### config.mk
export PLATFORM = sky130hd
export DESIGN_NAME = scr_config_regs
export DESIGN_NICKNAME = d
export VERILOG_FILES = /design/src/logic/scr_pkg.sv /design/src/logic/scr_config_regs.sv /design/src/logic/scr_sync.sv
export SDC_FILE = /design/constraint.sdc
export NUM_CORES = 1
export LEC_CHECK = 0
export ABC_CLOCK_PERIOD_IN_PS = 6500
export BUFFER_PORTS_ARGS = -buffer_cell sky130_fd_sc_hd__buf_2
export CAP_MARGIN = 40
export CORE_ASPECT_RATIO = 0.5
export CORE_MARGIN = 10
export CORE_UTILIZATION = 55
export CTS_BUF_LIST = sky130_fd_sc_hd__clkbuf_8
export DETAILED_ROUTE_END_ITERATION = 8
export PLACE_DENSITY = 0.73
export SLEW_MARGIN = 20
export SYNTH_ARGS = -nofsm -noshare
export SYNTH_HDL_FRONTEND = slang
export SYNTH_SLANG_ARGS = --single-unit
### constraint.sdc
create_clock -name mclk -period 6.5 [get_ports mclk]
set_input_delay 1.3 -clock mclk [delete_from_list [all_inputs] [get_ports mclk]]
set_output_delay 1.3 -clock mclk [all_outputs]
set_load 0.01 [all_outputs]
### src/logic/scr_pkg.sv
`default_nettype none
package scr_pkg;

  // Register map of the slice held here.
  localparam logic [7:0] SCR_ADDR_GPOUT = 8'h06;
  localparam logic [7:0] SCR_ADDR_RSV_LO = 8'h07;
  localparam logic [7:0] SCR_ADDR_RSV_HI = 8'h1F;
  localparam logic [7:0] SCR_ADDR_EMPH = 8'h20;
  localparam logic [7:0] SCR_ADDR_LINE = 8'h21;

  // Field layout.
  localparam int SCR_GP_W = 3;
  localparam int SCR_BIT_OVERRIDE = 2;
  localparam int SCR_LVL_LSB = 0;
  localparam int SCR_LVL_W = 2;
  localparam int SCR_BIT_NRZI = 7;
  localparam int SCR_BIT_DVOFF = 6;

  // Reset value and bits per byte.
  localparam logic [7:0] SCR_RST_BYTE = 8'h00;
  localparam logic [3:0] SCR_BITS_PER_BYTE = 4'h8;

  // Management bus slave address; the value is arbitrary.
  localparam logic [6:0] SCR_DEV_ADDR = 7'h2A;

  typedef enum logic [1:0]
  {
    SCR_EMPH_NONE = 2'h0,
    SCR_EMPH_LOW  = 2'h1,
    SCR_EMPH_MED  = 2'h2,
    SCR_EMPH_HIGH = 2'h3
  } scr_emph_e;

  typedef enum logic [6:0]
  {
    SCR_ST_IDLE  = 7'h01,
    SCR_ST_ADDR  = 7'h02,
    SCR_ST_AACK  = 7'h04,
    SCR_ST_WBYTE = 7'h08,
    SCR_ST_WACK  = 7'h10,
    SCR_ST_RBYTE = 7'h20,
    SCR_ST_RACK  = 7'h40
  } scr_st_e;

  typedef struct packed
  {
    scr_emph_e emph_level;
    logic      nrzi_en;
    logic      valid_marker_on;
  } scr_cfg_s;

  localparam scr_cfg_s SCR_CFG_RST = '{SCR_EMPH_NONE, 1'b0, 1'b1};

endpackage
`default_nettype wire

### src/logic/scr_config_regs.sv
// Operation
// - GPIO output pins follow output register bits.
// - Override bit selects register over pin configuration.
// - Level code: none, low, medium, high.
// - Line-coding bit acts only under override.
// - Bit six set turns data-valid signalling off.
`timescale 1ns/1ns
`default_nettype none
module scr_config_regs
  import scr_pkg::*;
(
  // Clock and reset.
  input  wire logic              mclk,
  input  wire logic              rst,
  // Management bus pins.
  input  wire logic              scl,
  input  wire logic              sda_in,
  output var  logic              sda_out,
  output var  logic              sda_oe_n,
  // Configuration pins.
  input  wire logic [SCR_LVL_W-1:0] emph_pin,
  input  wire logic              line_code_pin,
  // Outputs to the serializer.
  output var  logic [SCR_GP_W-1:0] general_output_values,
  output var  scr_cfg_s          cfg_out
);

  function automatic logic is_reserved(input logic [7:0] a);
    is_reserved = (a >= SCR_ADDR_RSV_LO) && (a <= SCR_ADDR_RSV_HI);
  endfunction

  logic [4:0] pins_s;
  scr_sync #(.W(5)) u_sync
  (
    .mclk     (mclk),
    .rst      (rst),
    .async_in ({scl, sda_in, emph_pin, line_code_pin}),
    .sync_out (pins_s)
  );

  logic                 scl_s;
  logic                 sda_s;
  logic [SCR_LVL_W-1:0] emph_pin_s;
  logic                 line_pin_s;
  assign scl_s = pins_s[4];
  assign sda_s = pins_s[3];
  assign emph_pin_s = pins_s[2:1];
  assign line_pin_s = pins_s[0];

  // Bus engine state.
  scr_st_e    st;
  scr_st_e    next_st;
  logic [3:0] bcnt;
  logic [3:0] next_bcnt;
  logic [7:0] shreg;
  logic [7:0] next_shreg;
  logic [7:0] txb;
  logic [7:0] next_txb;
  logic [7:0] ptr;
  logic [7:0] next_ptr;
  logic       first;
  logic       next_first;
  logic       rd_mode;
  logic       next_rd_mode;
  logic       cont;
  logic       next_cont;
  logic       next_oe_n;
  logic       p_scl;
  logic       p_sda;
  logic       wr_pulse;
  logic [7:0] rd_data;

  logic scl_rise;
  logic scl_fall;
  logic start_c;
  logic stop_c;
  assign scl_rise = scl_s && !p_scl;
  assign scl_fall = !scl_s && p_scl;
  assign start_c = scl_s && p_scl && !sda_s && p_sda;
  assign stop_c = scl_s && p_scl && sda_s && !p_sda;

  // Register state.
  logic      gp_unused;
  logic      ovr;
  logic      next_ovr;
  scr_emph_e lvl;
  scr_emph_e next_lvl;
  logic      nrzi_bit;
  logic      next_nrzi_bit;
  logic      dv_off;
  logic      next_dv_off;
  logic [SCR_GP_W-1:0] next_general_output_values;
  scr_cfg_s  next_cfg;

  always_comb
  begin
    rd_data = SCR_RST_BYTE;
    case (ptr)
      SCR_ADDR_GPOUT: rd_data[SCR_GP_W-1:0] = general_output_values;
      SCR_ADDR_EMPH:
      begin
        rd_data[SCR_BIT_OVERRIDE] = ovr;
        rd_data[SCR_LVL_LSB +: SCR_LVL_W] = lvl;
      end
      SCR_ADDR_LINE:
      begin
        rd_data[SCR_BIT_NRZI] = nrzi_bit;
        rd_data[SCR_BIT_DVOFF] = dv_off;
      end
      default: rd_data = SCR_RST_BYTE;
    endcase
  end

  always_comb
  begin
    next_st = st;
    next_bcnt = bcnt;
    next_shreg = shreg;
    next_txb = txb;
    next_ptr = ptr;
    next_first = first;
    next_rd_mode = rd_mode;
    next_cont = cont;
    next_oe_n = sda_oe_n;
    wr_pulse = 1'b0;
    if (start_c)
    begin
      next_st = SCR_ST_ADDR;
      next_bcnt = '0;
      next_first = 1'b1;
      next_oe_n = 1'b1;
    end
    else if (stop_c)
    begin
      next_st = SCR_ST_IDLE;
      next_oe_n = 1'b1;
    end
    else
    begin
      case (st)
        SCR_ST_IDLE: next_oe_n = 1'b1;
        SCR_ST_ADDR, SCR_ST_WBYTE:
        begin
          if (scl_rise)
          begin
            next_shreg = {shreg[6:0], sda_s};
            next_bcnt = bcnt + 4'h1;
          end
          else if (scl_fall && bcnt == SCR_BITS_PER_BYTE)
          begin
            next_oe_n = 1'b0;
            if (st == SCR_ST_ADDR)
            begin
              next_rd_mode = shreg[0];
              if (shreg[7:1] == SCR_DEV_ADDR)
                next_st = SCR_ST_AACK;
              else
              begin
                next_st = SCR_ST_IDLE;
                next_oe_n = 1'b1;
              end
            end
            else
            begin
              next_st = SCR_ST_WACK;
              if (first)
              begin
                next_ptr = shreg;
                next_first = 1'b0;
              end
              else
              begin
                wr_pulse = 1'b1;
                next_ptr = ptr + 8'h01;
              end
            end
          end
        end
        SCR_ST_AACK, SCR_ST_WACK:
        begin
          if (scl_fall)
          begin
            next_bcnt = '0;
            if (st == SCR_ST_AACK && rd_mode)
            begin
              next_st = SCR_ST_RBYTE;
              next_txb = rd_data;
              next_oe_n = rd_data[7];
            end
            else
            begin
              next_st = SCR_ST_WBYTE;
              next_oe_n = 1'b1;
            end
          end
        end
        SCR_ST_RBYTE:
        begin
          if (scl_rise)
            next_bcnt = bcnt + 4'h1;
          else if (scl_fall)
          begin
            if (bcnt == SCR_BITS_PER_BYTE)
            begin
              next_st = SCR_ST_RACK;
              next_oe_n = 1'b1;
            end
            else
            begin
              next_txb = {txb[6:0], 1'b0};
              next_oe_n = txb[6];
            end
          end
        end
        SCR_ST_RACK:
        begin
          if (scl_rise)
          begin
            if (sda_s)
              next_st = SCR_ST_IDLE;
            else
            begin
              next_cont = 1'b1;
              next_ptr = ptr + 8'h01;
            end
          end
          else if (scl_fall && cont)
          begin
            next_cont = 1'b0;
            next_st = SCR_ST_RBYTE;
            next_bcnt = '0;
            next_txb = rd_data;
            next_oe_n = rd_data[7];
          end
        end
        default:
        begin
          next_st = SCR_ST_IDLE;
          next_oe_n = 1'b1;
        end
      endcase
    end
  end

  always_ff @(posedge mclk)
  begin
    if (rst)
    begin
      st <= SCR_ST_IDLE;
      bcnt <= '0;
      shreg <= SCR_RST_BYTE;
      txb <= SCR_RST_BYTE;
      ptr <= SCR_RST_BYTE;
      first <= 1'b1;
      rd_mode <= 1'b0;
      cont <= 1'b0;
      sda_oe_n <= 1'b1;
      sda_out <= 1'b0;
      p_scl <= 1'b0;
      p_sda <= 1'b0;
    end
    else
    begin
      st <= next_st;
      bcnt <= next_bcnt;
      shreg <= next_shreg;
      txb <= next_txb;
      ptr <= next_ptr;
      first <= next_first;
      rd_mode <= next_rd_mode;
      cont <= next_cont;
      sda_oe_n <= next_oe_n;
      sda_out <= 1'b0;
      p_scl <= scl_s;
      p_sda <= sda_s;
    end
  end

  // Writes to any address outside the three decoded ones fall through untouched.
  always_comb
  begin
    next_general_output_values = general_output_values;
    next_ovr = ovr;
    next_lvl = lvl;
    next_nrzi_bit = nrzi_bit;
    next_dv_off = dv_off;
    if (wr_pulse)
    begin
      case (ptr)
        SCR_ADDR_GPOUT: next_general_output_values = shreg[SCR_GP_W-1:0];
        SCR_ADDR_EMPH:
        begin
          next_ovr = shreg[SCR_BIT_OVERRIDE];
          next_lvl = scr_emph_e'(shreg[SCR_LVL_LSB +: SCR_LVL_W]);
        end
        SCR_ADDR_LINE:
        begin
          next_nrzi_bit = shreg[SCR_BIT_NRZI];
          next_dv_off = shreg[SCR_BIT_DVOFF];
        end
        default: next_ovr = ovr;
      endcase
    end
    // Pins are re-read every cycle so a strap change takes effect without software while the override bit is clear.
    next_cfg.emph_level = ovr ? lvl : scr_emph_e'(emph_pin_s);
    next_cfg.nrzi_en = ovr ? nrzi_bit : line_pin_s;
    next_cfg.valid_marker_on = !dv_off;
  end

  always_ff @(posedge mclk)
  begin
    if (rst)
    begin
      general_output_values <= '0;
      ovr <= 1'b0;
      lvl <= SCR_EMPH_NONE;
      nrzi_bit <= 1'b0;
      dv_off <= 1'b0;
      cfg_out <= SCR_CFG_RST;
    end
    else
    begin
      general_output_values <= next_general_output_values;
      ovr <= next_ovr;
      lvl <= next_lvl;
      nrzi_bit <= next_nrzi_bit;
      dv_off <= next_dv_off;
      cfg_out <= next_cfg;
    end
  end
endmodule
`default_nettype wire

### src/logic/scr_sync.sv
`timescale 1ns/1ns
`default_nettype none
module scr_sync
  import scr_pkg::*;
#(
  parameter int W = 1
)
(
  // Clock and reset.
  input  wire logic         mclk,
  input  wire logic         rst,
  // Asynchronous levels in, synchronised levels out.
  input  wire logic [W-1:0] async_in,
  output var  logic [W-1:0] sync_out
);

  // Only the second stage is visible outside, to keep metastability contained.
  logic [W-1:0] stage1;
  logic [W-1:0] next_stage1;
  logic [W-1:0] next_sync_out;

  always_comb
  begin
    next_stage1 = async_in;
    next_sync_out = stage1;
  end

  always_ff @(posedge mclk)
  begin
    if (rst)
    begin
      stage1 <= '0;
      sync_out <= '0;
    end
    else
    begin
      stage1 <= next_stage1;
      sync_out <= next_sync_out;
    end
  end

endmodule
`default_nettype wire
==> metrics.yaml, run 1 <==
relative_max_transition_margin_pct: 33.11
synth_compound_area_share_pct: 17.25
setup.worst_path.end_class: "flop"
antenna_found_initial: 0
min_period_over_period_pct: 41.77
max_clock_freq_ghz: 0.3683
setup_viol: 0
nets: 402
cts_hold_buf: 0
met3WireLength_um: 563
synth_enable_flop_cells: 0
floorplan.die.height_um: 74.35
critPathArrivalTime_ns: 2.94
synthMuxAreaShare_pct: 7.162
synth_fa_ha_area_share_pct: 2.310
p_sw_share_pct: 24.66
cts-root-buf: "clkbuf_8"
detail_route.wl_per_cell_um: 17.13
final.fill_count: 497
grt_pass1_vias: 2593
floorplan.die_area_sq_um: 9569
cap_viol_max_count: 0
cts_tree: "yes"
post_synth_inst_count: 385
clkLatencyLatePin_ns: 0.36
final.setup.tns_ns: 0
hp-start: "u_sync.next_sync_out[2]"
cts_resized: 0
leakage_nw: 1.223
synth_area_leader_cell: "dfxtp_1"
grt_pass1_wl_um: 12720
detail_route.iter0.violations: 299
rsz0062_at_grt: "no"
whs_path_depth: 1
htree_num_levels: 3
wirelength_um: 7999
finalCriticalPeriod_ns: 2.715
synth.ff_latch_count: 62
crit_path_cell_trace: "or4_4 > nor4_1 > nor2_1 > o21ai_0 > a21oi_1"
layout.area.seq_sq_um: 1241
clockBufferDepth: 2
hold_violations: 0
multiInputGateArea_sq_um: 1851
crit_path_max_fanout: 17
ir_worst_vdd_uv: 179.2
reg2reg_slack_ns: 3.79
proportion_of_layout_cells_with_a_drive_suffix_above_1_pct: 13.45
post_drt_via_cell_ratio: 6.111
ys_async_sr_fraction_pct: 0
worst_r2r_endpoint: "ptr[3]"
most_frequently_used_cell_type_in_the_post_synthesis_netlist: "dfxtp_1"
synth_fp_nets: 398
post_cts_buffers: 0
worst_path_setup_slack_after_routing_ns: 3.785
rows: 19
worst_r2r_path_depth: 5
clock_skew_ns: 0.01111
dr.pass1.iters: 5
place_worst_setup_slack_ns: 3.551
synth_xor_area_share_pct: 0.8086
synthesis.yosys.warnings: 0
floorplan.initialDensity_pct: 57.92
syn_area_sq_um: 3249
synth-main-ff-cell: "dfxtp_1"
detail_route.wirelength.met1_um: 3682
cp.required_ns: 6.73
critical_path.startpoint: "st[6]"
place_congestion: 0.9612
path_clk_slew_ns: 0.07
synthSimpleGateAreaFrac_pct: 29.30
p_total_mw: 0.7014
critical_path.startpoint_type: "flop"
clkPwrFrac_pct: 42.6
synth.yosys.seq_area_share_pct: 38.20
vias: 2854
dp_hpwl_um: 5615
p_int_mw: 0.5284
grt_remaining_overflow: 0
tritoncts_num_sinks: 62
synthesized_area_per_cell_sq_um: 8.440
outcome: "complete, no violations"
end_point_of_the_worst_hold_path: "u_sync.sync_out[2]"
grt.total_usage_pct: 16.77
layout-area-overhead-vs-synth_pct: 7.624
num_antenna_cells: 0
tightest_slew_ns: 0.9941
power_frac_seq_pct: 55.0
critical_path.reg2reg.startpoint: "st[6]"
antenna_left: 0
dominant_combinational_cell_family_by_area_after_synthesis: "simple AND/OR/NAND/NOR gates"
dieWidth_um: 128.7
cts_buffers: 9
worst-setup-path-type: "flop to flop"
remaining_drc_errors: 0
port_buffers: 14
hold_path_class: "flop to flop"
synth_top_cells_by_count: "dfxtp_1, nor2_1, a21oi_1"
wl_met2_um: 3614
ios: 16
share_comb_of_total_power_pct: 2.5
critPathSlowestCell: "nor4_1"
powerDensity_nw_per_um2: 200.6
critPathMaxStageDelay_ns: 0.86
grt_start_max_net_pins: 51
maxSlewViolCount: 0
fraction_of_synthesized_cell_area_taken_by_the_top_area_cell_type_pct: 38.20
synth.area.top_cells: "dfxtp_1, mux2i_1, nor2_1"
maxUsedRoutingLayer: "met4"
core_sq_um: 5610
timing.hold.ws_ns: 0.4383
power_switching_mw: 0.1730
number_of_distinct_library_cells_after_synthesis: 63
==> layer usage <==
metal	global-route usage, %	vias up
li1	-	1404
met1	21.32	1341
met2	24.60	92
met3	7.660	17
met4	6.133	0
met5	0	-
==> area by class of cell <==
class,count,share of cell area (%)
repair buffers,16,3.005
flip-flops and latches,62,35.49
clock inverters,7,1.467
well taps,73,2.612
inverters,9,0.9660
clock buffers,9,3.542
multi-input cells,291,52.92
==> cell usage in the layout, fill, tap and decap left out, drive strengths merged, types with 8 or more instances in the layout <==
cell type  synthesis  routed
buf                9      16
a21oi             23      23
nand3             13      13
nand2             19      19
inv                9       9
nor3               9       9
o21ai             25      25
mux2i             21      21
nor2b             19      19
nand4             12      12
nor2              46      46
nor4               8       8
dfxtp             62      62
clkbuf            14       9
==> through the flow <==
step / util [%] / cell area [sq um] / cells
floorplan: - / 3249 / 385
global placement: 58.59 / 3287 / 449
CTS: 61.84 / 3470 / 466
detailed placement: 58.72 / 3294 / 450
global route: 62.33 / 3497 / 467
finish: 62.33 / 3497 / 467
==> power groups by stage <==
stage	combinational, mW	clock (mW)	sequential [mW]
after floorplan	0.0120	0	0.393
after global placement	0.0146	0	0.394
after detailed placement	0.0150	0	0.394
after CTS	0.0152	0.306	0.386
after global routing	0.0188	0.321	0.386
final	0.0172	0.299	0.386
==> sequential cells by signal (all words and copies together), names as in the netlist, 2 cells and up <==
signal and flops:
lvl 2, bcnt 4, shreg 8, u_sync.sync_out 5, cfg_out 4, txb 7, general_output_values 3, st 7
u_sync.next_sync_out 5, ptr 8
==> cells by family after synthesis <==
family / after synthesis
AOI/OAI and AO/OA: 86
xor gates and xnor gates: 3
adders and majority gates: 6
buffers and inverters: 32
DFF: 62
muxes: 23
other: 1
and+or+nand+nor: 172
==> critical path: cells and delay by family (launching register included) <==
| family | cells | cell delay, ns |
|---|---|---|
| flops | 1 | 0.47 |
| simple gates | 3 | 1.79 |
| compound gates | 2 | 0.34 |
==> how the worst max path moves through the flow <==
stage | endpoint | depth (start not counted) | slack (ns)
finish | ptr[3] | 5 | 3.79
CTS | sda_oe_n | 5 | 3.92
global route | st[0] | 5 | 3.66
detailed placement | sda_oe_n | 5 | 3.55
global placement | sda_oe_n | 5 | 3.60
floorplan | ovr | 7 | 4.44
Note: power is estimated with default switching activity, not from simulation.
==> run 2: changes to the inputs <==
--- a/config.mk
+++ b/config.mk
@@ -5,7 +5,7 @@
 export SDC_FILE = /design/constraint.sdc
 export NUM_CORES = 1
 export LEC_CHECK = 0
-export ABC_CLOCK_PERIOD_IN_PS = 6500
+export ABC_CLOCK_PERIOD_IN_PS = 2300
 export BUFFER_PORTS_ARGS = -buffer_cell sky130_fd_sc_hd__buf_2
 export CAP_MARGIN = 40
 export CORE_ASPECT_RATIO = 0.5
@@ -13,7 +13,7 @@
 export CORE_UTILIZATION = 55
 export CTS_BUF_LIST = sky130_fd_sc_hd__clkbuf_8
 export DETAILED_ROUTE_END_ITERATION = 8
-export PLACE_DENSITY = 0.73
+export PLACE_DENSITY = 0.76
 export SLEW_MARGIN = 20
 export SYNTH_ARGS = -nofsm -noshare
 export SYNTH_HDL_FRONTEND = slang
==> constraint.sdc (replaced) <==
create_clock -name mclk -period 2.3 [get_ports mclk]
set_input_delay 0.46 -clock mclk [delete_from_list [all_inputs] [get_ports mclk]]
set_output_delay 0.46 -clock mclk [all_outputs]
set_load 0.01 [all_outputs]
==> run 2 against run 1 <==
Net effect: cell count rose by 4.5%; critical path depth did not move; core utilization rose by 2.6 points; total power rose to 2.8 times the previous value; sequential share of layout area fell by 1.3 points; clock power rose to 2.8 times the previous value; flip-flop and latch count did not move; clock skew fell by 0.0031 ns; cell area rose by 4.2%; routed wire length fell by 0.93%; die area did not move; via count rose by 4.2%.
==> metrics.yaml, run 2 (synthesis results as in run 1) <==
mostFrequentLayoutCell: "dfxtp_1"
crit_path_max_fanout: 7
grt_remaining_overflow: 0
worst_r2r_path_depth: 5
floorplan.die.height_um: 74.35
rows: 19
core_sq_um: 5610
wirelength_um: 7925
dieWidth_um: 128.7
cts_tree: "yes"
floorplan.initialDensity_pct: 57.92
setup.worst_path.end_class: "flop"
proportion_of_layout_cells_with_a_drive_suffix_above_1_pct: 18.55
powerDensity_nw_per_um2: 542.0
min_period_over_period_pct: 93.10
critical_path.reg2reg.startpoint: "st[0]"
hp-start: "emph_pin[1]"
largestRegisters: "ptr x8, shreg x8"
floorplan.die_area_sq_um: 9569
tightest_slew_ns: 0.7105
grt_start_max_net_pins: 35
detail_route.iter0.violations: 350
antenna_found_initial: 0
detail_route.wl_per_cell_um: 16.24
hold_violations: 0
outcome: "complete, no violations"
max_clock_freq_ghz: 0.4670
cap_viol_max_count: 0
setup_viol: 0
critical_path.startpoint_type: "flop"
antenna_left: 0
post_drt_via_cell_ratio: 6.092
worst_path_setup_slack_after_routing_ns: 0.1588
final_cell_mix: "dfxtp_1, nor2_1, buf_4, a21oi_1"
grt.total_usage_pct: 16.84
clkLatencyLatePin_ns: 0.34
hold_path_class: "input port to flop"
clockBufferDepth: 2
remaining_drc_errors: 0
p_total_mw: 1.974
whs_path_depth: 2
worst-setup-path-type: "flop to flop"
port_buffers: 14
cp.required_ns: 2.52
place_worst_setup_slack_ns: 0.02608
layout-area-overhead-vs-synth_pct: 12.09
placed_cell_area_sq_um: 3460
stdcell_area_sq_um: 3642
final.setup.tns_ns: 0
relative_max_transition_margin_pct: 52.51
timing.hold.ws_ns: 0.3285
maxSlewViolCount: 0
cts-root-buf: "clkbuf_8"
nets: 423
critPathArrivalTime_ns: 2.37
ir_worst_vdd_uv: 447.7
grt_pass1_vias: 2631
end_point_of_the_worst_hold_path: "u_sync.next_sync_out[2]"
leakage_nw: 1.325
rsz0062_at_grt: "no"
vias: 2973
reg2reg_slack_ns: 0.16
clock_skew_ns: 0.008048
ios: 16
tritoncts_num_sinks: 62
path_clk_slew_ns: 0.07
worst_r2r_endpoint: "dv_off"
dp_hpwl_um: 5920
place_congestion: 0.9912
cts_buffers: 9
grt_pass1_wl_um: 12970
num_antenna_cells: 0
htree_num_levels: 3
finalCriticalPeriod_ns: 2.141
dr.pass1.iters: 7
-- run 2: repair_timing --
action	CTS	global route
endpoints found under the setup margin	0	10
gates resized for setup	0	4
hold buffers	0	0
buffers inserted	0	0
-- run 2: cell type report --
type | count | area [sq um]
sequential | 62 | 1245
inverter | 9 | 33.78
tap | 73 | 91.34
multi-input combinational | 291 | 1857
timing repair buffer | 37 | 242.7
clock inverter | 7 | 48.80
fill | 446 | 1968
clock buffer | 9 | 123.9
-- run 2: through the flow --
stage / std cells / util [%]
5_1_grt: 488 / 64.92
2_1_floorplan: 385 / -
3_5_place_dp: 472 / 61.66
6_report: 488 / 64.92
4_1_cts: 488 / 64.74
3_3_place_gp: 472 / 61.66
-- run 2: worst max-delay path by stage --
stage / from / to / slack, ns / cells after the start
floorplan: st[1] / ovr / 0.24 / 7
global placement: st[2] / txb[5] / 0.15 / 5
detailed placement: st[2] / txb[2] / 0.03 / 5
CTS: st[2] / txb[2] / 0.02 / 5
global route: bcnt[0] / txb[1] / 0.008 / 7
finish: st[0] / dv_off / 0.16 / 5
-- run 2: power by group --
part,switching [mW],internal (mW),total [mW]
Clock,0.445,0.393,0.838
Combinational,0.0303,0.0168,0.0471
Sequential,0.00538,1.08,1.09
-- run 2: routing by layer --
metal	track usage, %	routed length [um]	vias to the layer above
met3	5.816	587	4
met1	22.46	3679	1419
met5	0	0	-
met2	25.62	3627	111
met4	4.255	31	0
li1	-	-	1439
-- run 2: critical path, cell delays in order, from the launching register on --
cell	delay, ns
dfxtp_1	0.38
or4_4	0.56
or2_4	0.30
or4_1	0.54
mux2i_1	0.19
nor2_1	0.06
